--- src/include/psi_pkg.sv ---
package psi_pkg;
  // apb word indices of the registers (byte address is index times four), printed offsets kept as indices
  localparam logic [11:0] IDX_INTERRUPT_CONTROL = 12'h0F8B;
  localparam logic [11:0] IDX_ST_SHAD = 12'h0FE4;
  localparam logic [11:0] IDX_W_SHAD = 12'h0FE5;
  localparam logic [11:0] IDX_BANK_SELECT_SHADOW = 12'h0FE6;
  localparam logic [11:0] IDX_PCL_SHAD = 12'h0FE7;
  localparam logic [11:0] IDX_P0L_SHAD = 12'h0FE8;
  localparam logic [11:0] IDX_P0H_SHAD = 12'h0FE9;
  localparam logic [11:0] IDX_P1L_SHAD = 12'h0FEA;
  localparam logic [11:0] IDX_P1H_SHAD = 12'h0FEB;
  localparam logic [11:0] IDX_STK_IDX = 12'h0FED;
  localparam logic [11:0] IDX_TOS_LOW = 12'h0FEE;
  localparam logic [11:0] IDX_TOS_HIGH = 12'h0FEF;
  localparam logic [11:0] IDX_PC_LOW = 12'h0F82;
  localparam logic [11:0] IDX_PC_LATCH = 12'h0F8A;
  localparam logic [11:0] IDX_CFG = 12'h0FF0;
  localparam logic [11:0] IDX_FLAGS = 12'h0FF1;
  // reset values and counts
  localparam logic [4:0] STK_EMPTY = 5'h1F;
  localparam logic [4:0] STK_LAST = 5'h0F;
  localparam logic [14:0] PC_RESET = 15'h0000;
  localparam logic [7:0] INTERRUPT_CONTROL_RESET = 8'h00;
  localparam int STK_DEPTH = 16;
  // indirect map edges
  localparam logic [15:0] IND_TRAD_END = 16'h0FFF;
  localparam logic [15:0] IND_LIN_BASE = 16'h2000;
  localparam logic [15:0] IND_LIN_END = 16'h29AF;
  localparam logic [11:0] IND_PORT0 = 12'h000;
  localparam logic [11:0] IND_PORT1 = 12'h001;
  localparam logic [11:0] GPR_BASE = 12'h020;
  localparam logic [6:0] BANK_SIZE = 7'h50;
  localparam logic [6:0] BANK_STRIDE = 7'h00;

  // pc load request from the decoder
  typedef enum logic [2:0]
  {
    PSI_PC_NONE = 3'b000,
    PSI_PC_WRLOW = 3'b001,
    PSI_PC_CALL = 3'b010,
    PSI_PC_CALL_VIA_W = 3'b011,
    PSI_PC_BRW = 3'b100,
    PSI_PC_BRA = 3'b101,
    PSI_PC_RET = 3'b110,
    PSI_PC_IRQ = 3'b111
  } psi_pcop_t;

  typedef struct packed {
    psi_pcop_t op;
    logic [10:0] operand;
    logic [7:0] wdata;
    logic [7:0] working_register;
    logic return_from_interrupt;
    logic [2:0] flags;
    logic [4:0] bsr;
  } psi_cmd_t;

  typedef struct packed {
    logic valid;
    logic sel;
    logic wr;
    logic [7:0] wdata;
  } psi_ind_t;

  typedef struct packed {
    logic [7:0] working_register;
    logic [2:0] flags;
    logic [4:0] bsr;
    logic [6:0] pc_high_latch;
    logic [15:0] ptr0;
    logic [15:0] ptr1;
  } psi_ctx_t;
endpackage

--- src/design/psi_unit.sv ---
// Operation
// - pc is 15 bits; low byte software visible, upper seven only via latch
// - every reset source clears the program counter
// - writing pc low byte loads upper bits from the latch at once
// - call loads eleven operand bits, upper four from latch bits 6..3
// - call via w takes low byte from w, upper from latch
// - branch by w loads pc plus one plus unsigned w
// - relative branch loads pc plus one plus signed operand
// - sixteen entry return stack of 15 bit words, outside memory spaces
// - calls and interrupts push, returns pop; latch untouched
// - push increments index then writes; pop reads then decrements
// - stack index is five bits resetting to 0x1F meaning empty
// - top of stack high and low show and modify the indexed entry
// - with fault reset off the stack wraps circularly
// - overflow and underflow flags set whether or not reset enabled
// - with fault reset on, overflow or underflow resets the device
// - indirect port access goes to the pointer's location
// - pointer at an indirect port reads zero and blocks writes
// - indirect address is pointer high and low bytes joined
// - indirect 0x000..0xFFF map straight to absolute addresses
// - indirect 0x2000..0x29AF chain the 80 byte banks, gaps read zero
// - top pointer bit selects program memory, low byte, no write, extra cycle
//
// Our own choice: the APB interface to the registers.
module psi_unit
  import psi_pkg::*;
(
  input wire logic i_sys_clk,
  input wire logic i_rst,
  input wire logic i_cfg_reset_en_pin,
  input wire psi_cmd_t i_cmd,
  input wire psi_ind_t i_ind,
  input wire logic [7:0] i_mem_rdata,
  input wire logic [7:0] i_prog_rdata,
  input wire logic i_psel,
  input wire logic i_penable,
  input wire logic i_pwrite,
  input wire logic [15:0] i_paddr,
  input wire logic [31:0] i_pwdata,
  output logic [31:0] o_prdata,
  output logic o_pready,
  output logic o_pslverr,
  output logic [14:0] o_pc,
  output logic [11:0] o_mem_addr,
  output logic o_mem_rd,
  output logic o_mem_wr,
  output logic [7:0] o_mem_wdata,
  output logic [14:0] o_prog_addr,
  output logic o_prog_rd,
  output logic [7:0] o_ind_rdata,
  output logic o_ind_valid,
  output logic o_extra_cycle,
  output logic o_stack_reset,
  output psi_ctx_t o_ctx_restore,
  output logic o_ctx_restore_valid
);

  typedef struct packed {
    logic [14:0] pc;
    logic [6:0] pc_high_latch;
    logic [4:0] sp;
    logic ovf;
    logic unf;
    logic fault_en;
    logic [7:0] interrupt_control;
    psi_ctx_t shad;
    logic [31:0] prdata;
    logic pready;
    logic pslverr;
    logic [11:0] mem_addr;
    logic mem_rd;
    logic mem_wr;
    logic [7:0] mem_wdata;
    logic [14:0] prog_addr;
    logic prog_rd;
    logic ind_pending;
    logic ind_zero;
    logic ind_valid;
    logic extra;
    logic stk_rst;
    psi_ctx_t ctx;
    logic ctx_v;
  } psi_state_t;

  psi_state_t s_q;
  psi_state_t s_d;
  logic [14:0] stack_q [STK_DEPTH];
  logic [2:0] strap_q;
  logic [15:0] ptr0_q;
  logic [15:0] ptr1_q;

  // linear region: 80 byte blocks per bank, bank gpr starts at 0x20
  function automatic logic [11:0] lin_map(input logic [15:0] a);
    logic [15:0] off;
    logic [15:0] bank;
    logic [15:0] idx;
    off = a - IND_LIN_BASE;
    bank = off / 16'd80;
    idx = off - bank * 16'd80;
    lin_map = bank[4:0] * 12'h080 + GPR_BASE[11:0] + idx[11:0];
  endfunction

  function automatic logic is_port(input logic [15:0] a);
    is_port = (a[15:12] == 4'h0) && (a[6:0] == IND_PORT0[6:0] || a[6:0] == IND_PORT1[6:0]);
  endfunction

  ////////////////////////////////////////////////////////////////////////////
  // strap sampling: pin passes three flops, change taken when last two agree
  always_ff @(posedge i_sys_clk or posedge i_rst)
  begin
    if (i_rst)
      strap_q <= 3'b000;
    else
      strap_q <= {strap_q[1:0], i_cfg_reset_en_pin};
  end

  ////////////////////////////////////////////////////////////////////////////
  // next state
  logic [15:0] ind_a;
  logic [14:0] tos;
  logic [14:0] pc_inc;
  logic [4:0] sp_push;
  logic [11:0] byte_idx;
  logic push_w;
  logic [14:0] push_val;
  logic [3:0] push_slot;
  logic [3:0] tos_slot;
  logic tos_wr;
  logic [14:0] tos_val;
  logic apb_acc;
  logic ovf_ev;
  logic unf_ev;

  always_comb
  begin
    s_d = s_q;
    push_w = 1'b0;
    push_val = s_q.pc;
    push_slot = 4'h0;
    tos_wr = 1'b0;
    tos_val = 15'h0000;
    tos_slot = s_q.sp[3:0];
    tos = stack_q[s_q.sp[3:0]];
    pc_inc = s_q.pc + 15'h0001;
    sp_push = s_q.sp + 5'h01;
    ind_a = i_ind.sel ? ptr1_q : ptr0_q;
    byte_idx = i_paddr[13:2];
    apb_acc = i_psel && i_penable && !s_q.pready;
    ovf_ev = 1'b0;
    unf_ev = 1'b0;
    s_d.mem_rd = 1'b0;
    s_d.mem_wr = 1'b0;
    s_d.prog_rd = 1'b0;
    s_d.ind_valid = 1'b0;
    s_d.extra = 1'b0;
    s_d.stk_rst = 1'b0;
    s_d.ctx_v = 1'b0;
    s_d.pready = 1'b0;
    s_d.pslverr = 1'b0;
    if (strap_q[2] == strap_q[1])
      s_d.fault_en = strap_q[2];
    // pc loading
    case (i_cmd.op)
      PSI_PC_WRLOW: s_d.pc = {s_q.pc_high_latch, i_cmd.wdata};
      PSI_PC_CALL, PSI_PC_CALL_VIA_W, PSI_PC_IRQ:
      begin
        // push: index up first, then store pc plus one
        if (s_q.sp == STK_LAST)
        begin
          s_d.ovf = 1'b1;
          ovf_ev = 1'b1;
          s_d.stk_rst = s_q.fault_en;
        end
        s_d.sp = (s_q.sp == STK_EMPTY) ? 5'h00 : {1'b0, sp_push[3:0]};
        push_w = 1'b1;
        push_slot = sp_push[3:0];
        push_val = pc_inc;
        if (i_cmd.op == PSI_PC_CALL)
          s_d.pc = {s_q.pc_high_latch[6:3], i_cmd.operand};
        else if (i_cmd.op == PSI_PC_CALL_VIA_W)
          s_d.pc = {s_q.pc_high_latch, i_cmd.working_register};
        else
        begin
          s_d.pc = 15'h0004;
          s_d.shad = '{working_register: i_cmd.working_register, flags: i_cmd.flags, bsr: i_cmd.bsr,
                       pc_high_latch: s_q.pc_high_latch, ptr0: ptr0_q, ptr1: ptr1_q};
        end
      end
      PSI_PC_BRW: s_d.pc = pc_inc + {7'h00, i_cmd.working_register};
      PSI_PC_BRA: s_d.pc = pc_inc + {{6{i_cmd.operand[8]}}, i_cmd.operand[8:0]};
      PSI_PC_RET:
      begin
        // pop: read entry then move index down
        s_d.pc = tos;
        if (s_q.sp == STK_EMPTY)
        begin
          s_d.unf = 1'b1;
          unf_ev = 1'b1;
          s_d.stk_rst = s_q.fault_en;
        end
        else
          s_d.sp = s_q.sp - 5'h01;
        if (i_cmd.return_from_interrupt)
        begin
          s_d.ctx = s_q.shad;
          s_d.ctx_v = 1'b1;
        end
      end
      default: s_d.pc = s_q.pc;
    endcase
    // indirect access
    if (i_ind.valid)
    begin
      s_d.ind_valid = 1'b1;
      s_d.ind_zero = 1'b0;
      if (ind_a[15])
      begin
        s_d.prog_addr = ind_a[14:0];
        s_d.prog_rd = !i_ind.wr;
        s_d.extra = 1'b1;
        s_d.ind_pending = 1'b1;
      end
      else if (ind_a <= IND_TRAD_END && is_port(ind_a))
        s_d.ind_zero = 1'b1;
      else if (ind_a <= IND_TRAD_END)
      begin
        s_d.mem_addr = ind_a[11:0];
        s_d.mem_rd = !i_ind.wr;
        s_d.mem_wr = i_ind.wr;
        s_d.mem_wdata = i_ind.wdata;
      end
      else if (ind_a >= IND_LIN_BASE && ind_a <= IND_LIN_END)
      begin
        s_d.mem_addr = lin_map(ind_a);
        s_d.mem_rd = !i_ind.wr;
        s_d.mem_wr = i_ind.wr;
        s_d.mem_wdata = i_ind.wdata;
      end
      else
        s_d.ind_zero = 1'b1;
    end
    // apb slave, one wait state
    if (i_psel && !i_penable)
      s_d.pready = 1'b0;
    if (apb_acc)
    begin
      s_d.pready = 1'b1;
      s_d.prdata = 32'h0000_0000;
      if (i_pwrite)
      begin
        if (byte_idx == IDX_PC_LOW)
          s_d.pc = {s_q.pc_high_latch, i_pwdata[7:0]};
        else if (byte_idx == IDX_PC_LATCH)
          s_d.pc_high_latch = i_pwdata[6:0];
        else if (byte_idx == IDX_INTERRUPT_CONTROL)
          s_d.interrupt_control = i_pwdata[7:0];
        else if (byte_idx == IDX_STK_IDX)
          s_d.sp = i_pwdata[4:0];
        else if (byte_idx == IDX_TOS_LOW)
        begin
          tos_wr = 1'b1;
          tos_val = {tos[14:8], i_pwdata[7:0]};
        end
        else if (byte_idx == IDX_TOS_HIGH)
        begin
          tos_wr = 1'b1;
          tos_val = {i_pwdata[6:0], tos[7:0]};
        end
        else if (byte_idx == IDX_FLAGS)
        begin
          // a fault in the same cycle as the clear keeps its flag set
          s_d.ovf = (s_q.ovf & ~i_pwdata[0]) | ovf_ev;
          s_d.unf = (s_q.unf & ~i_pwdata[1]) | unf_ev;
        end
        else if (byte_idx == IDX_W_SHAD)
          s_d.shad.working_register = i_pwdata[7:0];
        else if (byte_idx == IDX_ST_SHAD)
          s_d.shad.flags = i_pwdata[2:0];
        else if (byte_idx == IDX_BANK_SELECT_SHADOW)
          s_d.shad.bsr = i_pwdata[4:0];
        else if (byte_idx == IDX_PCL_SHAD)
          s_d.shad.pc_high_latch = i_pwdata[6:0];
        else if (byte_idx == IDX_P0L_SHAD)
          s_d.shad.ptr0[7:0] = i_pwdata[7:0];
        else if (byte_idx == IDX_P0H_SHAD)
          s_d.shad.ptr0[15:8] = i_pwdata[7:0];
        else if (byte_idx == IDX_P1L_SHAD)
          s_d.shad.ptr1[7:0] = i_pwdata[7:0];
        else if (byte_idx == IDX_P1H_SHAD)
          s_d.shad.ptr1[15:8] = i_pwdata[7:0];
        else if (byte_idx != IDX_CFG)
          s_d.pslverr = 1'b1;
      end
      else
      begin
        if (byte_idx == IDX_PC_LOW)
          s_d.prdata[7:0] = s_q.pc[7:0];
        else if (byte_idx == IDX_PC_LATCH)
          s_d.prdata[6:0] = s_q.pc_high_latch;
        else if (byte_idx == IDX_INTERRUPT_CONTROL)
          s_d.prdata[7:0] = s_q.interrupt_control;
        else if (byte_idx == IDX_STK_IDX)
          s_d.prdata[4:0] = s_q.sp;
        else if (byte_idx == IDX_TOS_LOW)
          s_d.prdata[7:0] = tos[7:0];
        else if (byte_idx == IDX_TOS_HIGH)
          s_d.prdata[6:0] = tos[14:8];
        else if (byte_idx == IDX_FLAGS)
          s_d.prdata[1:0] = {s_q.unf, s_q.ovf};
        else if (byte_idx == IDX_CFG)
          s_d.prdata[0] = s_q.fault_en;
        else if (byte_idx == IDX_W_SHAD)
          s_d.prdata[7:0] = s_q.shad.working_register;
        else if (byte_idx == IDX_ST_SHAD)
          s_d.prdata[2:0] = s_q.shad.flags;
        else if (byte_idx == IDX_BANK_SELECT_SHADOW)
          s_d.prdata[4:0] = s_q.shad.bsr;
        else if (byte_idx == IDX_PCL_SHAD)
          s_d.prdata[6:0] = s_q.shad.pc_high_latch;
        else if (byte_idx == IDX_P0L_SHAD)
          s_d.prdata[7:0] = s_q.shad.ptr0[7:0];
        else if (byte_idx == IDX_P0H_SHAD)
          s_d.prdata[7:0] = s_q.shad.ptr0[15:8];
        else if (byte_idx == IDX_P1L_SHAD)
          s_d.prdata[7:0] = s_q.shad.ptr1[7:0];
        else if (byte_idx == IDX_P1H_SHAD)
          s_d.prdata[7:0] = s_q.shad.ptr1[15:8];
        else
          s_d.pslverr = 1'b1;
      end
    end
    // a stack fault reset returns pc and index to their reset state
    if (s_d.stk_rst)
    begin
      s_d.pc = PC_RESET;
      s_d.sp = STK_EMPTY;
    end
  end

  ////////////////////////////////////////////////////////////////////////////
  // pointer pair: loaded by the decoder through the restore path only here
  always_ff @(posedge i_sys_clk or posedge i_rst)
  begin
    if (i_rst)
    begin
      ptr0_q <= 16'h0000;
      ptr1_q <= 16'h0000;
    end
    else if (s_q.ctx_v)
    begin
      ptr0_q <= s_q.ctx.ptr0;
      ptr1_q <= s_q.ctx.ptr1;
    end
  end

  // stack memory has no reset; entries are undefined until pushed
  always_ff @(posedge i_sys_clk)
  begin
    if (push_w)
      stack_q[push_slot] <= push_val;
    else if (tos_wr)
      stack_q[tos_slot] <= tos_val;
  end

  ////////////////////////////////////////////////////////////////////////////
  // state register
  always_ff @(posedge i_sys_clk or posedge i_rst)
  begin
    if (i_rst)
    begin
      s_q <= '0;
      s_q.pc <= PC_RESET;
      s_q.sp <= STK_EMPTY;
      s_q.interrupt_control <= INTERRUPT_CONTROL_RESET;
    end
    else
      s_q <= s_d;
  end

  // program memory and data memory answers
  logic [7:0] ind_data;
  always_ff @(posedge i_sys_clk or posedge i_rst)
  begin
    if (i_rst)
      ind_data <= 8'h00;
    else if (s_q.ind_zero)
      ind_data <= 8'h00;
    else if (s_q.prog_rd)
      ind_data <= i_prog_rdata;
    else
      ind_data <= i_mem_rdata;
  end

  assign o_prdata = s_q.prdata;
  assign o_pready = s_q.pready;
  assign o_pslverr = s_q.pslverr;
  assign o_pc = s_q.pc;
  assign o_mem_addr = s_q.mem_addr;
  assign o_mem_rd = s_q.mem_rd;
  assign o_mem_wr = s_q.mem_wr;
  assign o_mem_wdata = s_q.mem_wdata;
  assign o_prog_addr = s_q.prog_addr;
  assign o_prog_rd = s_q.prog_rd;
  assign o_ind_rdata = ind_data;
  assign o_ind_valid = s_q.ind_valid;
  assign o_extra_cycle = s_q.extra;
  assign o_stack_reset = s_q.stk_rst;
  assign o_ctx_restore = s_q.ctx;
  assign o_ctx_restore_valid = s_q.ctx_v;
endmodule // psi_unit

--- config.mk ---
export PLATFORM = sky130hd
export DESIGN_NAME = psi_unit
export DESIGN_NICKNAME = d
export VERILOG_FILES = /design/src/include/psi_pkg.sv /design/src/design/psi_unit.sv
export SDC_FILE = /design/constraint.sdc
export NUM_CORES = 1
export LEC_CHECK = 0
export ABC_AREA = 0
export BUFFER_PORTS_ARGS = -buffer_cell sky130_fd_sc_hd__buf_2
export CORE_ASPECT_RATIO = 0.8
export CORE_MARGIN = 2
export CORE_UTILIZATION = 64
export DETAILED_ROUTE_END_ITERATION = 7
export PLACE_DENSITY = 0.85
export SYNTH_ARGS = -nofsm -noshare
export SYNTH_HDL_FRONTEND = slang
export SYNTH_SLANG_ARGS = --single-unit
--- constraint.sdc ---
create_clock -name i_sys_clk -period 24.2 [get_ports i_sys_clk]
set_input_delay 2.42 -clock i_sys_clk [delete_from_list [all_inputs] [get_ports i_sys_clk]]
set_output_delay 2.42 -clock i_sys_clk [all_outputs]
set_load 0.05 [all_outputs]
==> Word level (Yosys, flattened, before mapping) <==
Memories as Yosys holds them, arrays and structs flattened.
Index checks and enable logic that the tools add are counted.
{ "word_totals": {"ff_bits": 245, "ram_bits": 240, "input_bits": 120, "out_inout_bits": 154, "memories": 1} }
{ "op_classes": {"add_sub_neg": 9, "n_mul": 1, "div_mod_pow": 1, "magnitude_cmp": 3, "n_eq_ne": 28, "n_mux": 208, "bitwise_logic": 10, "reduce_logical": 18} }
{ "memory_table": {"columns": ["name", "words", "width", "rd", "rd_ports_with_merged_regs", "write_ports", "line_no", "rtl"], "rows": [
  ["stack_q", 16, 15, 1, 0, 1, "psi_unit.sv:87", "logic [14:0] stack_q [STK_DEPTH];"]
]} }
{ "op_table": {"columns": ["cell", "n"], "rows": [
  ["2-to-1 mux 55 bit", 11],
  ["2-to-1 mux 8 bit", 32],
  ["2-to-1 mux 15 bit", 14],
  ["2-to-1 mux 7 bit", 30],
  ["== test 12 bit (second input constant)", 16],
  ["2-to-1 mux 5 bit", 19],
  ["2-to-1 mux 89 bit", 1],
  ["one-hot mux 15 bit (5 select lines)", 1],
  ["2-to-1 mux 1 bit", 69],
  ["2-to-1 mux 29 bit", 2],
  ["2-to-1 mux 16 bit", 3],
  ["2-to-1 mux 47 bit", 1],
  ["2-to-1 mux 22 bit", 2],
  ["2-to-1 mux 44 bit", 1],
  ["2-to-1 mux 39 bit", 1],
  ["2-to-1 mux 32 bit", 1],
  ["2-to-1 mux 30 bit", 1],
  ["2-to-1 mux 10 bit", 2],
  ["2-to-1 mux 17 bit", 1],
  ["divider 16 x 7 -> 16 bit (second input constant)", 1],
  [">= comparator 16 x 14 -> 1 bit (second input constant)", 1],
  ["<= comparator 16 x 12 -> 1 bit (second input constant)", 1],
  ["<= comparator 16 x 14 -> 1 bit (second input constant)", 1],
  ["multiplier 16 x 3 -> 8 bit (second input constant)", 1],
  ["38 further kinds", 65]
]} }

==> Longest topological paths before layout <==
{ "depth": {"depth_word": 67, "depth_mapped": 40} }

==> Worst setup path before layout <==
OpenSTA, ideal clock, no wires.
{ "synth_path": {"path_kind": "input -> register", "startpoint": "input port i_ind[9] (netlist name)", "endpoint": "register s_q, in the netlist o_mem_addr[11]", "arrival_time_ps": 10293, "path_slack_ps": 13830, "cell_stages": 36, "n_path_buf": 6, "cell_sequence": "buf_4 > buf_6 > buf_2 > mux2i_1 > ha_1 > buf_2 > mux4_2 > nor2_1 > o221a_1 > o22a_1 > buf_6 > mux2_2 > a221o_1 > buf_6 > o41a_1 > o221a_2 > or2_1 > o21ai_2 > a211o_1 > inv_2 > xnor2_1 > a2111oi_0 > nand4_1 > ha_1 > ha_1 > fa_1 > fa_1 > inv_1 > ha_1 > a21oi_1 > o21bai_1 > a21oi_1 > xnor2_1 > xnor2_1 > a22oi_1 > a21oi_1"} }
{ "synth_via": {"elab_chain_len": 8} }
{ "synth_lines": {"columns": ["element", "line_no", "rtl"], "rows": [
  ["from (decl)", "psi_unit.sv:32", "input wire psi_ind_t i_ind,"],
  ["2-to-1 mux 16 bit (*)", "psi_unit.sv:146", "ind_a = i_ind.sel ? ptr1_q : ptr0_q;"],
  ["subtractor 16 x 14 -> 16 bit", "psi_unit.sv:97", "off = a - IND_LIN_BASE;"],
  ["divider 16 x 7 -> 16 bit", "psi_unit.sv:98", "bank = off / 16'd80;"],
  ["multiplier 16 x 3 -> 8 bit", "psi_unit.sv:99", "idx = off - bank * 16'd80;"],
  ["subtractor 12 bit", "psi_unit.sv:99", null],
  ["adder 12 bit", "psi_unit.sv:100", "lin_map = bank[4:0] * 12'h080 + GPR_BASE[11:0] + idx[11:0];"],
  ["2-to-1 mux 22 bit", "psi_unit.sv:232", "else if (ind_a >= IND_LIN_BASE && ind_a <= IND_LIN_END)"],
  ["2-to-1 mux 22 bit", "psi_unit.sv:225", "else if (ind_a <= IND_TRAD_END)"],
  ["to (decl)", "psi_unit.sv:85", "psi_state_t s_q;"]
]} }
Mark *: on every way between the ends. The rest lies on a longest branch, timed or not. The select of a mux whose other input is x is not followed.
A chain may end at the register's enable or synchronous reset.

==> Worst setup path after layout <==
Same ends and word-level chain as after synthesis.

==> impl_metrics.csv <==
group,metric,value,unit
clock_tree,numCtsBuffers,48,
drt,first_iter_violations,2150,
drt,vias_per_cell,6.66,
timing,fin_skew,0.0231,ns
clock_tree,cts_root_buffer,"clkbuf_16",
timing,fin_crit,11.17,ns
placement,port_buffers,221,
synth,yosys-top-cells-count,"edfxtp_1 (240), dfrtp_1 (239), nor2_1 (180)",
clock_tree,clk_pin_slew,0.07,ns
drt,drc,0,
die,ios,274,
die,die_area,41200,µm²
synth,yosys.area.top_type,"edfxtp_1",
critical_path,r2r_slack,14.98,ns
critical_path,crit_path_end_kind,"register",
critical_path,reg2regPathDepth,31,
global_routing,antenna_found_initial,0,
die,start_util,0.646,
timing,worst_hold_slack,0.352,ns
timing,rsz0062_at_grt,"no",
global_routing,grt_max_degree,90,
placement,post_dp_cell_area,25900,µm²
finish,diodes,0,
min_path,min_path_type,"reg -> reg",
min_path,whs_path_depth,0,
global_routing,grt_pass1_wl,106000,µm
synth,yosys_most_used_dff,"edfxtp_1",
drt,highest_layer,"met4",
timing,fmax,89.5,MHz
clock_tree,clock_path_buffers,3,
timing,setup_tns,0,ns
timing,final_hold_viol_count,0,
synth,synthesis.area,25300,µm²
critical_path,cp.required,24.70,ns
finish,instances_no_fill,2745,
clock_tree,cts_resized,0,
synth,yosysMostFrequentCell,"edfxtp_1",
critical_path,cp-start-kind,"input pin",
run_status,run_status,"finished, final reports clean",
global_routing,grt_pass1_vias,17545,
global_routing,overflow,0,
timing,slew_headroom,0.101,
power_and_ir_drop,irDropWorstVdd,0.0663,mV
drt,drtPass1Iterations,6,
critical_path,critPathLaunch,"i_ind[9]",
critical_path,path_delay_family,"compound AO/OA/AOI/OAI gates",
critical_path,path_class,"in -> reg",
placement,hpwl,46700,µm
placement,placed_cells,2655,
critical_path,r2r_start,"ptr1_q[13]",
run,maxCapViolations,0,
clock_tree,post_cts_buffers,0,
clock_tree,cts_max_level,2,
die,core_area,39200,µm²
clock_tree,clock_sinks,484,
finish,multi_input_area,10400,µm²
placement,gp_congestion,0.972,
finish,drive_gt1_frac,0.261,
synth,synthTopCellsByArea,"edfxtp_1 (28%), dfrtp_1 (24%), mux4_2 (6.9%)",
synth,synth-warning-count,0,
finish,seq_area,13300,µm²
synth,ys_types,90,
drt,routed_wl,70200,µm
synth,syn_avg_cell_area,12.1,µm²
drt,wl_met2,31300,µm
power_and_ir_drop,leakage,11.7,nW
clock_tree,insertion_delay,0.59,ns
drt,met1_length,28100,µm
critical_path,crit_slowest_cell,"mux4_2",
synth,yosysSeqAreaShare,0.526,
finish,fillers,2686,
critical_path,path_buf_inv,4,
timing,drv_slew,0,
clock_tree,cts_hold_buf,0,
drt,ant_nets,0,
timing,finalSetupViolCount,0,
drt,via_count,18281,
synth,postSynthCellCount,2094,
finish,nNetsFinal,2338,
finish,final_util,0.703,
global_routing,track_usage,0.343,
die,row_count,65,
die,die_y,182,µm
critical_path,crit_fanout,29,
die,dieWidth,226,µm
min_path,hold_path_startpoint,"strap_q[0]",
drt,wl_met3,7590,µm
synth,async_flop_share,0.504,
finish,area_delta_synth_final,8.94,%
critical_path,worstPathArrival,11.68,ns
synth,synth-edff-count,240,
finish,stdcell_area,27600,µm²
timing,worstMarginPinSlew,1.35,ns
synth,ys_ff_latch,484,
drt,wl_per_cell,25.6,µm
power_and_ir_drop,p_per_area,84.5,nW/µm²
synth,synth_top_cell_area_share,0.285,
clock_tree,cts_tree,"done",
min_path,hold_end,"strap_q[1]",
critical_path,r2r_end,"o_mem_addr[11]",
critical_path,cpMostUsedCell,"ha_1",
critical_path,max_stage_delay,0.61,ns
timing,fin_crit_sh,0.462,
## area by class of cell
| cell class | count | area share |
|---|---|---|
| multi-input combinational | 1329 | 0.378 |
| timing repair buffer | 247 | 0.0472 |
| clock inverter | 25 | 0.0107 |
| sequential | 484 | 0.483 |
| inverter | 59 | 0.00831 |
| tap | 536 | 0.0243 |
| clock buffer | 65 | 0.0484 |
## registers in the layout, summed over array words and instances (netlist names), 3 cells and up
register	cells
ptr0_q	16
o_ctx_restore	55
o_mem_wdata	8
o_mem_addr	12
o_pc	15
strap_q	3
stack_q	240
o_ind_rdata	8
o_prdata	8
ptr1_q	16
s_q	79
o_prog_addr	15
## placed cells by master (no fill, tap or decap), drive strengths merged, types with 7 or more instances in the layout
cell    synthesis  routed
a211oi         11      11
a21o           13      13
a21oi         120     120
a221oi         16      16
a22o            7       7
a22oi          22      22
a31oi          17      17
a32o            8       8
and2           14      14
and3           11      11
buf           163     247
clkbuf         82      65
clkinv          3      18
conb            1      24
dfrtp         239     239
edfxtp        240     240
ha             43      43
inv            56      57
mux2          128     128
mux2i          97      97
mux4           78      78
nand2         147     147
nand2b         16      16
nand3          36      36
nand4          12      12
nor2          181     181
nor2b          14      14
nor3           36      36
o211ai         13      13
o21ai          87      87
o21bai         13      13
o221ai         10      10
o22ai           9       9
or3             7       7
xnor2          42      42
xor2            8       8
## layer usage
metal,track usage,vias to the layer above
li1,-,7759
met1,0.492,9006
met2,0.518,1272
met3,0.0654,244
met4,0.148,0
met5,0,-
## how the worst max path moves through the flow
stage / to / cells past startpoint
finish: o_mem_addr[11] / 32
global route: o_mem_addr[11] / 33
CTS: o_mem_addr[11] / 32
detailed placement: o_mem_addr[11] / 32
global placement: o_mem_addr[11] / 32
floorplan: o_mem_addr[11] / 36
## power by group
group          leakage (nW)  internal (mW)  switching (mW)
clock                 0.783          0.435           0.331
sequential             5.40          0.954          0.0684
combinational          5.54          0.187           0.354
## cells by family (layout without fill, tap and decap cells)
logic type / count (synthesis) / in the layout / share of synthesized area
AO/OA/AOI/OAI: 403 / 403 / 0.108
flip-flops: 484 / 484 / 0.526
XOR/XNOR: 50 / 50 / 0.0182
multiplexers: 303 / 303 / 0.165
buffers and inverters: 304 / 396 / 0.0672
adder cells (fa/ha/maj): 50 / 50 / 0.0264
other: 1 / 24 / 0.000148
AND/OR/NAND/NOR: 499 / 499 / 0.0892
## per-stage QoR
stage,setup slack (ns),power (mW)
final,13.03,2.33
after global routing,12.42,2.40
after CTS,13.10,2.32
after detailed placement,12.50,1.56
after global placement,12.75,1.54
after floorplan,13.83,1.42
Power figures use the tool's default switching activity.
